**config.mk**
```make
export PLATFORM = sky130hd
export DESIGN_NAME = crnv_core
export DESIGN_NICKNAME = d
export VERILOG_FILES = /design/src/crnv_core.v
export VERILOG_INCLUDE_DIRS = /design/src /design/src/src
export SDC_FILE = /design/constraint.sdc
export NUM_CORES = 1
export LEC_CHECK = 0
export ABC_CLOCK_PERIOD_IN_PS = 13950
export BUFFER_PORTS_ARGS = -buffer_cell sky130_fd_sc_hd__buf_4
export CORE_MARGIN = 2
export CORE_UTILIZATION = 40
export DETAILED_ROUTE_END_ITERATION = 8
export GPL_ROUTABILITY_DRIVEN = 0
export HOLD_SLACK_MARGIN = 0.05
export PLACE_DENSITY = 0.69
export SLEW_MARGIN = 20
export SYNTH_ARGS = -nofsm -noshare
export SYNTH_HDL_FRONTEND = slang
export SYNTH_SLANG_ARGS = --single-unit
```
**constraint.sdc**
```tcl
create_clock -name i_ref_clk -period 13.95 [get_ports i_ref_clk]
set_clock_uncertainty 0.2 [all_clocks]
set_input_delay 2.0925 -clock i_ref_clk [delete_from_list [all_inputs] [get_ports i_ref_clk]]
set_output_delay 2.0925 -clock i_ref_clk [all_outputs]
set_load 0.01 [all_outputs]
```
**src/crnv_regs.vh**
```
/*
  Offsets, field positions, reset values and keys of the coefficient,
  identity and memory access registers.
  Assumes it is included by its bare name from the design files.
*/
`ifndef CRNV_REGS_VH
`define CRNV_REGS_VH

// Register offsets
`define CRNV_OFF_SLOPE      8'h0E
`define CRNV_OFF_CURVE      8'h0F
`define CRNV_OFF_QUAD       8'h10
`define CRNV_OFF_TRZERO     8'h11
`define CRNV_OFF_TRONE      8'h12
`define CRNV_OFF_MAKER      8'h1E
`define CRNV_OFF_PARTREV    8'h1F
`define CRNV_OFF_MEMCTL     8'h2A

// Reset values
`define CRNV_RST_SLOPE      16'hFF71
`define CRNV_RST_CURVE      16'h0553
`define CRNV_RST_QUAD       16'h0000
`define CRNV_RST_TRZERO     16'h0034
`define CRNV_RST_TRONE      16'h0000
`define CRNV_RST_MEMCTL     16'h0000

// Writable bit masks; the quadratic gain keeps bits 3..0 at zero
`define CRNV_MSK_FULL       16'hFFFF
`define CRNV_MSK_QUAD       16'hFFF0

// Memory access register fields
`define CRNV_KEY            8'h6A
`define CRNV_KEY_HI         15
`define CRNV_KEY_LO         8
`define CRNV_CNT_HI         15
`define CRNV_CNT_LO         13
`define CRNV_CRPT_BIT       12
`define CRNV_SEL_HI         7
`define CRNV_SEL_LO         3
`define CRNV_GLOAD_BIT      2
`define CRNV_STORE_BIT      1
`define CRNV_SLOAD_BIT      0

// Endurance of one nonvolatile location
`define CRNV_MAX_PROGRAMS   4'h8
`define CRNV_CNT_SHOWN_MAX  3'h7

// Identity fields
`define CRNV_PART_HI        15
`define CRNV_PART_LO        4
`define CRNV_REV_HI         3
`define CRNV_REV_LO         0

`endif

```
**src/crnv_core.v**
```verilog
/*
  Coefficient register file with read-only identity registers and a
  memory access register that stores coefficients to, and reloads them
  from, a limited-endurance nonvolatile image.
  Assumes the two-wire serial front end turns bus transactions into
  single-cycle read and write strobes on i_ref_clk, and that the status
  register's corrupt flag comes from logic on the same clock.
  The image inside stands for the nonvolatile array; the o_nvm_ outputs
  only tell the physical array what to program, and the word and
  address hold after the pulse until the next accepted store.
*/
`timescale 1ns/100ps
`include "crnv_regs.vh"

module crnv_core #(
  parameter [15:0] MAKER_CODE = 16'hA5C3, // Value is arbitrary
  parameter [11:0] PART_CODE  = 12'h3B1,  // Value is arbitrary
  parameter [3:0]  REV_CODE   = 4'h2      // Value is arbitrary
) (
  input  wire        i_ref_clk,
  input  wire        i_reset,
  input  wire        i_wr_en,
  input  wire        i_rd_en,
  input  wire [7:0]  i_addr,
  input  wire [15:0] i_wdata,
  input  wire        i_status_mem_corrupt,
  output wire [15:0] o_rdata,
  output wire        o_rd_valid,
  output wire [15:0] o_coef_second_order_slope,
  output wire [15:0] o_coef_second_order_curve,
  output wire [15:0] o_coef_quadratic_gain,
  output wire [15:0] o_coef_transient_zero,
  output wire [15:0] o_coef_transient_one,
  output wire        o_nvm_store,
  output wire [4:0]  o_nvm_addr,
  output wire [15:0] o_nvm_wdata
);

  localparam integer NLOC = 5;

  // Per-location tables, entry 0 is the slope coefficient
  localparam [8*NLOC-1:0] LOC_OFF = {
    `CRNV_OFF_TRONE,
    `CRNV_OFF_TRZERO,
    `CRNV_OFF_QUAD,
    `CRNV_OFF_CURVE,
    `CRNV_OFF_SLOPE
  };

  localparam [16*NLOC-1:0] LOC_RST = {
    `CRNV_RST_TRONE,
    `CRNV_RST_TRZERO,
    `CRNV_RST_QUAD,
    `CRNV_RST_CURVE,
    `CRNV_RST_SLOPE
  };

  localparam [16*NLOC-1:0] LOC_MSK = {
    `CRNV_MSK_FULL,
    `CRNV_MSK_FULL,
    `CRNV_MSK_QUAD,
    `CRNV_MSK_FULL,
    `CRNV_MSK_FULL
  };

  wire                  memctl_wr;
  wire                  key_ok;
  wire [4:0]            sel_field;
  wire                  op_gload;
  wire                  op_store;
  wire                  op_sload;
  wire [16*NLOC-1:0]    coef_flat;
  wire [4*NLOC-1:0]     cnt_flat;
  wire [NLOC-1:0]       sel_hit;
  wire [NLOC-1:0]       store_ok;
  reg  [4:0]            sel_q;
  reg  [3:0]            sel_cnt;
  reg  [15:0]           store_word;
  reg                   store_any;
  reg  [15:0]           rd_mux;
  reg  [2:0]            cnt_shown;
  reg  [4:0]            sel_d;
  reg  [15:0]           memctl_word;
  reg  [15:0]           rdata_q;
  reg  [15:0]           rdata_d;
  reg                   rd_valid_q;
  reg                   nvm_store_q;
  reg  [4:0]            nvm_addr_q;
  reg  [4:0]            nvm_addr_d;
  reg  [15:0]           nvm_wdata_q;
  reg  [15:0]           nvm_wdata_d;
  integer               k;
  integer               m;

  // Memory access writes are commands, only the select is kept
  assign memctl_wr = i_wr_en && (i_addr == `CRNV_OFF_MEMCTL);
  // Without the key nothing is stored or loaded
  assign key_ok    = memctl_wr &&
                     (i_wdata[`CRNV_KEY_HI:`CRNV_KEY_LO] == `CRNV_KEY);
  assign sel_field = i_wdata[`CRNV_SEL_HI:`CRNV_SEL_LO];

  // General load outranks a store, a store outranks a single load
  assign op_gload = key_ok && i_wdata[`CRNV_GLOAD_BIT];
  assign op_store = key_ok && i_wdata[`CRNV_STORE_BIT] &&
                    !i_wdata[`CRNV_GLOAD_BIT];
  assign op_sload = key_ok && i_wdata[`CRNV_SLOAD_BIT] &&
                    !i_wdata[`CRNV_GLOAD_BIT] &&
                    !i_wdata[`CRNV_STORE_BIT];

  genvar gi;
  generate
    for (gi = 0; gi < NLOC; gi = gi + 1) begin : gen_loc
      reg  [15:0] coef_q;
      reg  [15:0] coef_d;
      reg  [15:0] image_q;
      reg  [15:0] image_d;
      reg  [3:0]  cnt_q;
      reg  [3:0]  cnt_d;
      wire        wr_hit;

      // Identity offsets match no location, so writes to them vanish
      assign wr_hit = i_wr_en && (i_addr == LOC_OFF[8*gi +: 8]);
      assign sel_hit[gi] = (sel_field == LOC_OFF[8*gi +: 5]);
      // A worn-out location silently drops the store
      assign store_ok[gi] = op_store && sel_hit[gi] &&
                            (cnt_q < `CRNV_MAX_PROGRAMS);

      // A load and a host write never meet: one address per cycle
      always @* begin
        if (op_gload) begin
          coef_d = image_q;
        end else if (op_sload && sel_hit[gi]) begin
          coef_d = image_q;
        end else if (wr_hit) begin
          coef_d = i_wdata & LOC_MSK[16*gi +: 16];
        end else begin
          coef_d = coef_q;
        end
      end

      // reset values and masked host writes
      always @(posedge i_ref_clk or posedge i_reset) begin
        if (i_reset) begin
          coef_q <= LOC_RST[16*gi +: 16];
        end else begin
          coef_q <= coef_d;
        end
      end

      // Four count bits so the ninth store can be told from the eighth
      always @* begin
        if (store_ok[gi]) begin
          image_d = coef_q;
          cnt_d   = cnt_q + 4'h1;
        end else begin
          image_d = image_q;
          cnt_d   = cnt_q;
        end
      end

      // The image starts at the reset coefficients so an early load
      // before any store returns the defaults, not garbage
      always @(posedge i_ref_clk or posedge i_reset) begin
        if (i_reset) begin
          image_q <= LOC_RST[16*gi +: 16];
          cnt_q   <= 4'h0;
        end else begin
          image_q <= image_d;
          cnt_q   <= cnt_d;
        end
      end

      assign coef_flat[16*gi +: 16] = coef_q;
      assign cnt_flat[4*gi +: 4]    = cnt_q;
    end
  endgenerate

  assign o_coef_second_order_slope = coef_flat[15:0];
  assign o_coef_second_order_curve = coef_flat[31:16];
  assign o_coef_quadratic_gain     = coef_flat[47:32];
  assign o_coef_transient_zero     = coef_flat[63:48];
  assign o_coef_transient_one      = coef_flat[79:64];

  // Selected location is remembered from the last keyed write
  always @* begin
    if (key_ok) begin
      sel_d = sel_field;
    end else begin
      sel_d = sel_q;
    end
  end

  always @(posedge i_ref_clk or posedge i_reset) begin
    if (i_reset) begin
      sel_q <= 5'h00;
    end else begin
      sel_q <= sel_d;
    end
  end

  // Word and flag for the physical array write
  always @* begin
    store_word = 16'h0000;
    store_any  = 1'b0;
    for (k = 0; k < NLOC; k = k + 1) begin
      if (store_ok[k]) begin
        store_word = coef_flat[16*k +: 16];
        store_any  = 1'b1;
      end
    end
  end

  // Address and word stay put after the pulse for a slow array
  always @* begin
    if (store_any) begin
      nvm_addr_d  = sel_field;
      nvm_wdata_d = store_word;
    end else begin
      nvm_addr_d  = nvm_addr_q;
      nvm_wdata_d = nvm_wdata_q;
    end
  end

  always @(posedge i_ref_clk or posedge i_reset) begin
    if (i_reset) begin
      nvm_store_q <= 1'h0;
      nvm_addr_q  <= 5'h00;
      nvm_wdata_q <= 16'h0000;
    end else begin
      nvm_store_q <= store_any;
      nvm_addr_q  <= nvm_addr_d;
      nvm_wdata_q <= nvm_wdata_d;
    end
  end

  assign o_nvm_store = nvm_store_q;
  assign o_nvm_addr  = nvm_addr_q;
  assign o_nvm_wdata = nvm_wdata_q;

  // Count of the selected location; 0 for offsets with no location
  always @* begin
    sel_cnt = 4'h0;
    for (m = 0; m < NLOC; m = m + 1) begin
      if (sel_q == LOC_OFF[8*m +: 5]) begin
        sel_cnt = cnt_flat[4*m +: 4];
      end
    end
  end

  // Three bits cannot show eight, so a worn-out location reads seven
  always @* begin
    if (sel_cnt >= `CRNV_MAX_PROGRAMS) begin
      cnt_shown = `CRNV_CNT_SHOWN_MAX;
    end else begin
      cnt_shown = sel_cnt[2:0];
    end
  end

  // Unused bits and the write-only command bits read back as zero
  always @* begin
    memctl_word = `CRNV_RST_MEMCTL;
    memctl_word[`CRNV_CNT_HI:`CRNV_CNT_LO] = cnt_shown;
    memctl_word[`CRNV_CRPT_BIT] = i_status_mem_corrupt;
    memctl_word[`CRNV_SEL_HI:`CRNV_SEL_LO] = sel_q;
  end

  // Unmapped offsets read zero so a stray read leaks nothing
  always @* begin
    case (i_addr)
      `CRNV_OFF_SLOPE: begin
        rd_mux = coef_flat[15:0];
      end
      `CRNV_OFF_CURVE: begin
        rd_mux = coef_flat[31:16];
      end
      `CRNV_OFF_QUAD: begin
        rd_mux = coef_flat[47:32];
      end
      `CRNV_OFF_TRZERO: begin
        rd_mux = coef_flat[63:48];
      end
      `CRNV_OFF_TRONE: begin
        rd_mux = coef_flat[79:64];
      end
      `CRNV_OFF_MAKER: begin
        rd_mux = MAKER_CODE;
      end
      `CRNV_OFF_PARTREV: begin
        rd_mux = 16'h0000;
        rd_mux[`CRNV_PART_HI:`CRNV_PART_LO] = PART_CODE;
        rd_mux[`CRNV_REV_HI:`CRNV_REV_LO]   = REV_CODE;
      end
      `CRNV_OFF_MEMCTL: begin
        rd_mux = memctl_word;
      end
      default: begin
        rd_mux = 16'h0000;
      end
    endcase
  end

  // Read word holds until the next read so a slow front end can ship it
  always @* begin
    if (i_rd_en) begin
      rdata_d = rd_mux;
    end else begin
      rdata_d = rdata_q;
    end
  end

  always @(posedge i_ref_clk or posedge i_reset) begin
    if (i_reset) begin
      rdata_q    <= 16'h0000;
      rd_valid_q <= 1'h0;
    end else begin
      rdata_q    <= rdata_d;
      rd_valid_q <= i_rd_en;
    end
  end

  assign o_rdata    = rdata_q;
  assign o_rd_valid = rd_valid_q;

endmodule

```
Word level (Yosys, flattened, before mapping) --
Index checks and enable logic that the tools add are counted.
Word-level totals: bits of input ports 29, output and inout port bits 119, bits in registers 224, logic and storage cells 118
Operators by class: reductions and logical operators 35, magnitude comparators 6, muxes and demuxes 32, equality and inequality tests 19, $add $sub $neg 5
Operator list (number):
- $mux W16 | 20
- $pmux W16 S8 | 1
- $eq A8 B5 Y1 const B | 5
- $eq A5 B5 Y1 const B | 6
- $logic_and A1 B1 Y1 | 28
- $add A4 B1 Y4 const B | 5
- $eq A5 B4 Y1 const B | 4
- $lt A4 B4 Y1 const B | 5
- $mux W4 | 5
- $eq A8 B4 Y1 const B | 2
- $reduce_bool A3 Y1 | 5
- $eq A8 B6 Y1 const B | 1
- $eq A8 B7 Y1 const B | 1
- $mux W1 | 5
- $ge A4 B4 Y1 const B | 1
- $mux W3 | 1
- $logic_not A1 Y1 | 2

Longest topological paths before layout --
word-level depth 12, mapped depth 10, depth with buffers taken out 6

Least setup slack after synthesis --
No wires, ideal clock.
kind input port to flip-flop, start point in i_wdata[5], end point reg gen_loc[2].image_q[10], required time 13622 ps, stages on the path 6, path slack 9870 ps, data arrival time 3753 ps, setup time 128 ps, buffers on the path 2, cells stage by stage buf_6 or3b_4 nor4_4 and4_1 buf_4 mux2_1
On the way: longest elaborated chain between the ends 3
RTL lines:
- from (decl) | line crnv_core.v:25 | input wire [15:0] i_wdata,
- $eq A5 B5 Y1 | line crnv_core.v:123 | assign sel_hit[gi] = (sel_field == LOC_OFF[8*gi +: 5]);
- $logic_and A1 B1 Y1 (2 in a row) | line crnv_core.v:125 | assign store_ok[gi] = op_store && sel_hit[gi] &&
- to (signal assigned) | line crnv_core.v:165 | image_q <= LOC_RST[16*gi +: 16];
- to (signal assigned) | line crnv_core.v:168 | image_q <= image_d;
- to (decl) | line crnv_core.v:115 | reg [15:0] image_q;
No other way between the ends. A chain may end at the register's enable or synchronous reset.

Final worst setup path --
start point in i_addr[0], end point reg gen_loc[1].image_q[3]
On the way: longest elaborated chain between the ends 7
RTL lines:
- from (decl) | line crnv_core.v:24 | input wire [7:0] i_addr,
- $eq A8 B6 Y1
- $logic_and A1 B1 Y1 | line crnv_core.v:96 | assign memctl_wr = i_wr_en && (i_addr == `CRNV_OFF_MEMCTL);
- $logic_and A1 B1 Y1 | line crnv_core.v:98 | assign key_ok = memctl_wr &&
- $logic_and A1 B1 Y1 (2 in a row) | line crnv_core.v:104 | assign op_store = key_ok && i_wdata[`CRNV_STORE_BIT] &&
- $logic_and A1 B1 Y1 (2 in a row) | line crnv_core.v:125
- to (signal assigned) | line crnv_core.v:165
- to (signal assigned) | line crnv_core.v:168
- to (decl) | line crnv_core.v:115
No other way between the ends.

==> flow_summary.toml <==
[placement]
placedInstanceArea_um2 = 12100
dp_hpwl_mm = 24.2
port_buffers = 147
dp.cells = 1320

[pwr]
leakage_nw = 6.37
vdd_drop_max_uv = 75.5
power.density_nw_per_um2 = 112

[setup_path]
cpPeakStageDelay_ns = 1.07
r2r_cells = 3
r2r_end = "gen_loc[3].image_q[0]"
worstPathArrival_ns = 5.12
cp.required_ns = 14.16
crit_buf_inv = 1
rr_startpoint = "gen_loc[3].cnt_q[3]"
path_depth = 5
critical_path.slowest_cell = "and4_1"
cp-start-kind = "input port"
critPathTopFamily = "simple AND/OR/NAND/NOR gates"
end_kind = "flip-flop"
ff2ff_setup_slack_ns = 11.05
cp_max_fo = 24
critPathKind = "input port to flip-flop"
path_cells = "buf_4 > nor2b_1 > and4b_1 > and4_1 > mux2_2"

[grt]
antenna_found_initial = 0
grt_start_max_net_pins = 142
globalRouteTotalUtil = 0.242
grt_pass1_wl_mm = 52.6
grt_pass1_vias = 8199
grt_overflow_total = 0

[clocking]
cts.path.max_buffers = 3
cts_resized = 0
cts_buffers = 24
cts_tree = "done"
clock-sinks = 224
cts.clk_slew.worst_paths_ns = 0.06
htreeDepth = 1
cts-hold-fix-buffers = 0
clock_latency_ns = 0.53
cts_setup_buffers = 0
cts_root_buf = "clkbuf_16"

[run_status]
outcome = "complete, no violations"

[yosys]
synth_fp_nets = 930
seq_area_frac_synth = 0.523
async_flop_share = 1.00
syn-cell-area_um2 = 10800
avgSynthCellArea_um2 = 12.1
synthCells = 896
synth_flop_cell = "dfrtp_1"
yosys_warnings = 0
synth_edf_count = 0
ys_top_cells_by_area = "dfrtp_1 42%, dfstp_2 10%, mux2_2 8.1%"
ys_ff_latch = 224
yosysTopAreaCell = "dfrtp_1"
yosysUniqueCellTypes = 82
post-synth-top-area-fraction = 0.421

[hold_path]
worstHoldPathType = "flip-flop to flip-flop"
min_to = "o_coef_second_order_curve[13]"
whs_path_depth = 2
min_from = "gen_loc[1].image_q[13]"

[layout]
syn2layout_area_growth_pct = 19.7
diodes = 0
fin_nets = 1040
fill_cells = 2405
final_cell_area_um2 = 12900
layout_commonest_cell = "dfrtp_1"
seqCellArea_um2 = 5660
drive_above_1_share = 0.336
multi_input_comb_area_um2 = 4710
utilization = 0.485
final_cell_mix = "182 x dfrtp_1, 154 x buf_4, 78 x mux2_2"
stdcell_count = 1364

[timing]
worstMarginPinSlew_ns = 1.13
setup_viol = 0
hold_viol = 0
maxSlewHeadroom = 0.246
post-route-min-period_ns = 4.91
fmax_mhz = 204
rsz0062_at_grt = "false"
slew_viol_final = 0
post-route-period-util = 0.352
whs_ns = 0.284
tns_ns = 0

[routing]
post_drt_wl_per_cell_um = 25.5
detail-route-antenna-nets = 0
vias = 8658
drt_iter0_markers = 918
drc_errors = 0
routed_wl_mm = 34.8
drt-vias-per-instance = 6.35
firstDrtPassIters = 6

[job]
drv_cap = 0

[floorplan]
initial_core_util = 0.405
io_pins = 148
die_y_um = 168
core_um2 = 26700
die_w_um = 168
die-area_um2 = 28400
placementRows = 60
-- cell type report --
| cell class | instances | area share |
|---|---|---|
| repair buffers | 156 | 0.0923 |
| inverters | 29 | 0.00899 |
| flip-flops and latches | 224 | 0.437 |
| clock buffers | 34 | 0.0556 |
| multi-input cells | 571 | 0.364 |
| well taps | 341 | 0.0329 |
| clock inverters | 9 | 0.00976 |
-- worst reg2reg max path: cells and delay by family (launching register included) --
kind             cells  cell delay, ns
flip-flops           1            0.40
AND/OR/NAND/NOR      2            1.75
multiplexers         1            0.43
-- Yosys cell counts, types with 5 or more instances --
| master | n |
|---|---|
| a22oi_1 | 42 |
| a211oi_1 | 5 |
| xor2_1 | 5 |
| o21ai_0 | 19 |
| mux2i_1 | 12 |
| and3_1 | 32 |
| dfstp_2 | 42 |
| nand2b_1 | 6 |
| nor2_1 | 14 |
| and4_1 | 6 |
| nand3_1 | 11 |
| a21oi_1 | 35 |
| a221o_1 | 44 |
| o22ai_1 | 13 |
| a21o_1 | 43 |
| dfrtp_1 | 182 |
| xnor2_1 | 6 |
| a222oi_1 | 6 |
| and2_1 | 5 |
| nor3_1 | 8 |
| buf_2 | 34 |
| mux2_1 | 20 |
| nand2_1 | 32 |
| buf_4 | 8 |
| a32oi_1 | 8 |
| ha_1 | 5 |
| a22o_1 | 38 |
| inv_1 | 28 |
| clkbuf_1 | 26 |
| mux2_2 | 78 |
| o32ai_1 | 5 |
-- power breakdown --
| part | total, W | internal, W | switching (W) |
|---|---|---|---|
| registers | 0.000688 | 0.000664 | 0.0000240 |
| logic | 0.0000879 | 0.0000344 | 0.0000535 |
| clock network | 0.000680 | 0.000414 | 0.000266 |
-- sequential cells by signal, summed over array words and instances (netlist names) --
register                   count
o_nvm_addr                     5
gen_loc.cnt_q                 20
sel_q                          5
o_nvm_store                    1
o_rd_valid                     1
o_coef_transient_zero         16
o_nvm_wdata                   16
o_coef_second_order_slope     16
o_coef_quadratic_gain         16
o_coef_second_order_curve     16
o_rdata                       16
gen_loc.image_q               80
o_coef_transient_one          16
-- layer usage --
layer  vias up  share of wire  GRT usage
met2       479           0.44      0.361
li1       3663              -          -
met1      4432           0.43      0.360
met5         -              0          0
met4         0          0.037     0.0888
met3        84          0.091     0.0351
-- worst max-delay path by stage --
stage                          from                            to
after floorplan             i_reset           gen_loc[0].cnt_q[0]
after global placement    i_addr[5]  o_coef_second_order_slope[3]
after detailed placement  i_addr[0]         gen_loc[1].image_q[3]
after CTS                 i_addr[0]         gen_loc[1].image_q[3]
after global routing      i_addr[0]         gen_loc[1].image_q[3]
final                     i_addr[0]         gen_loc[1].image_q[3]
-- through the flow --
step                worst slack [ns]  power, W
floorplan                       5.59  0.000730
global placement                8.64  0.000783
detailed placement              8.60  0.000784
CTS                             9.12   0.00146
global route                    8.95   0.00150
finish                          9.04   0.00146
-- cell families (layout without fill, tap and decap cells) --
group	Yosys count	in the layout	synth area share
AND/OR/NAND/NOR	153	153	0.0924
XOR/XNOR	11	11	0.00891
buffers and inverters	101	228	0.0438
multiplexers	110	110	0.113
adder cells (fa/ha/maj)	5	5	0.00578
AO/OA/AOI/OAI	292	292	0.213
flip-flops	224	224	0.523
Power figures use the tool's default switching activity.
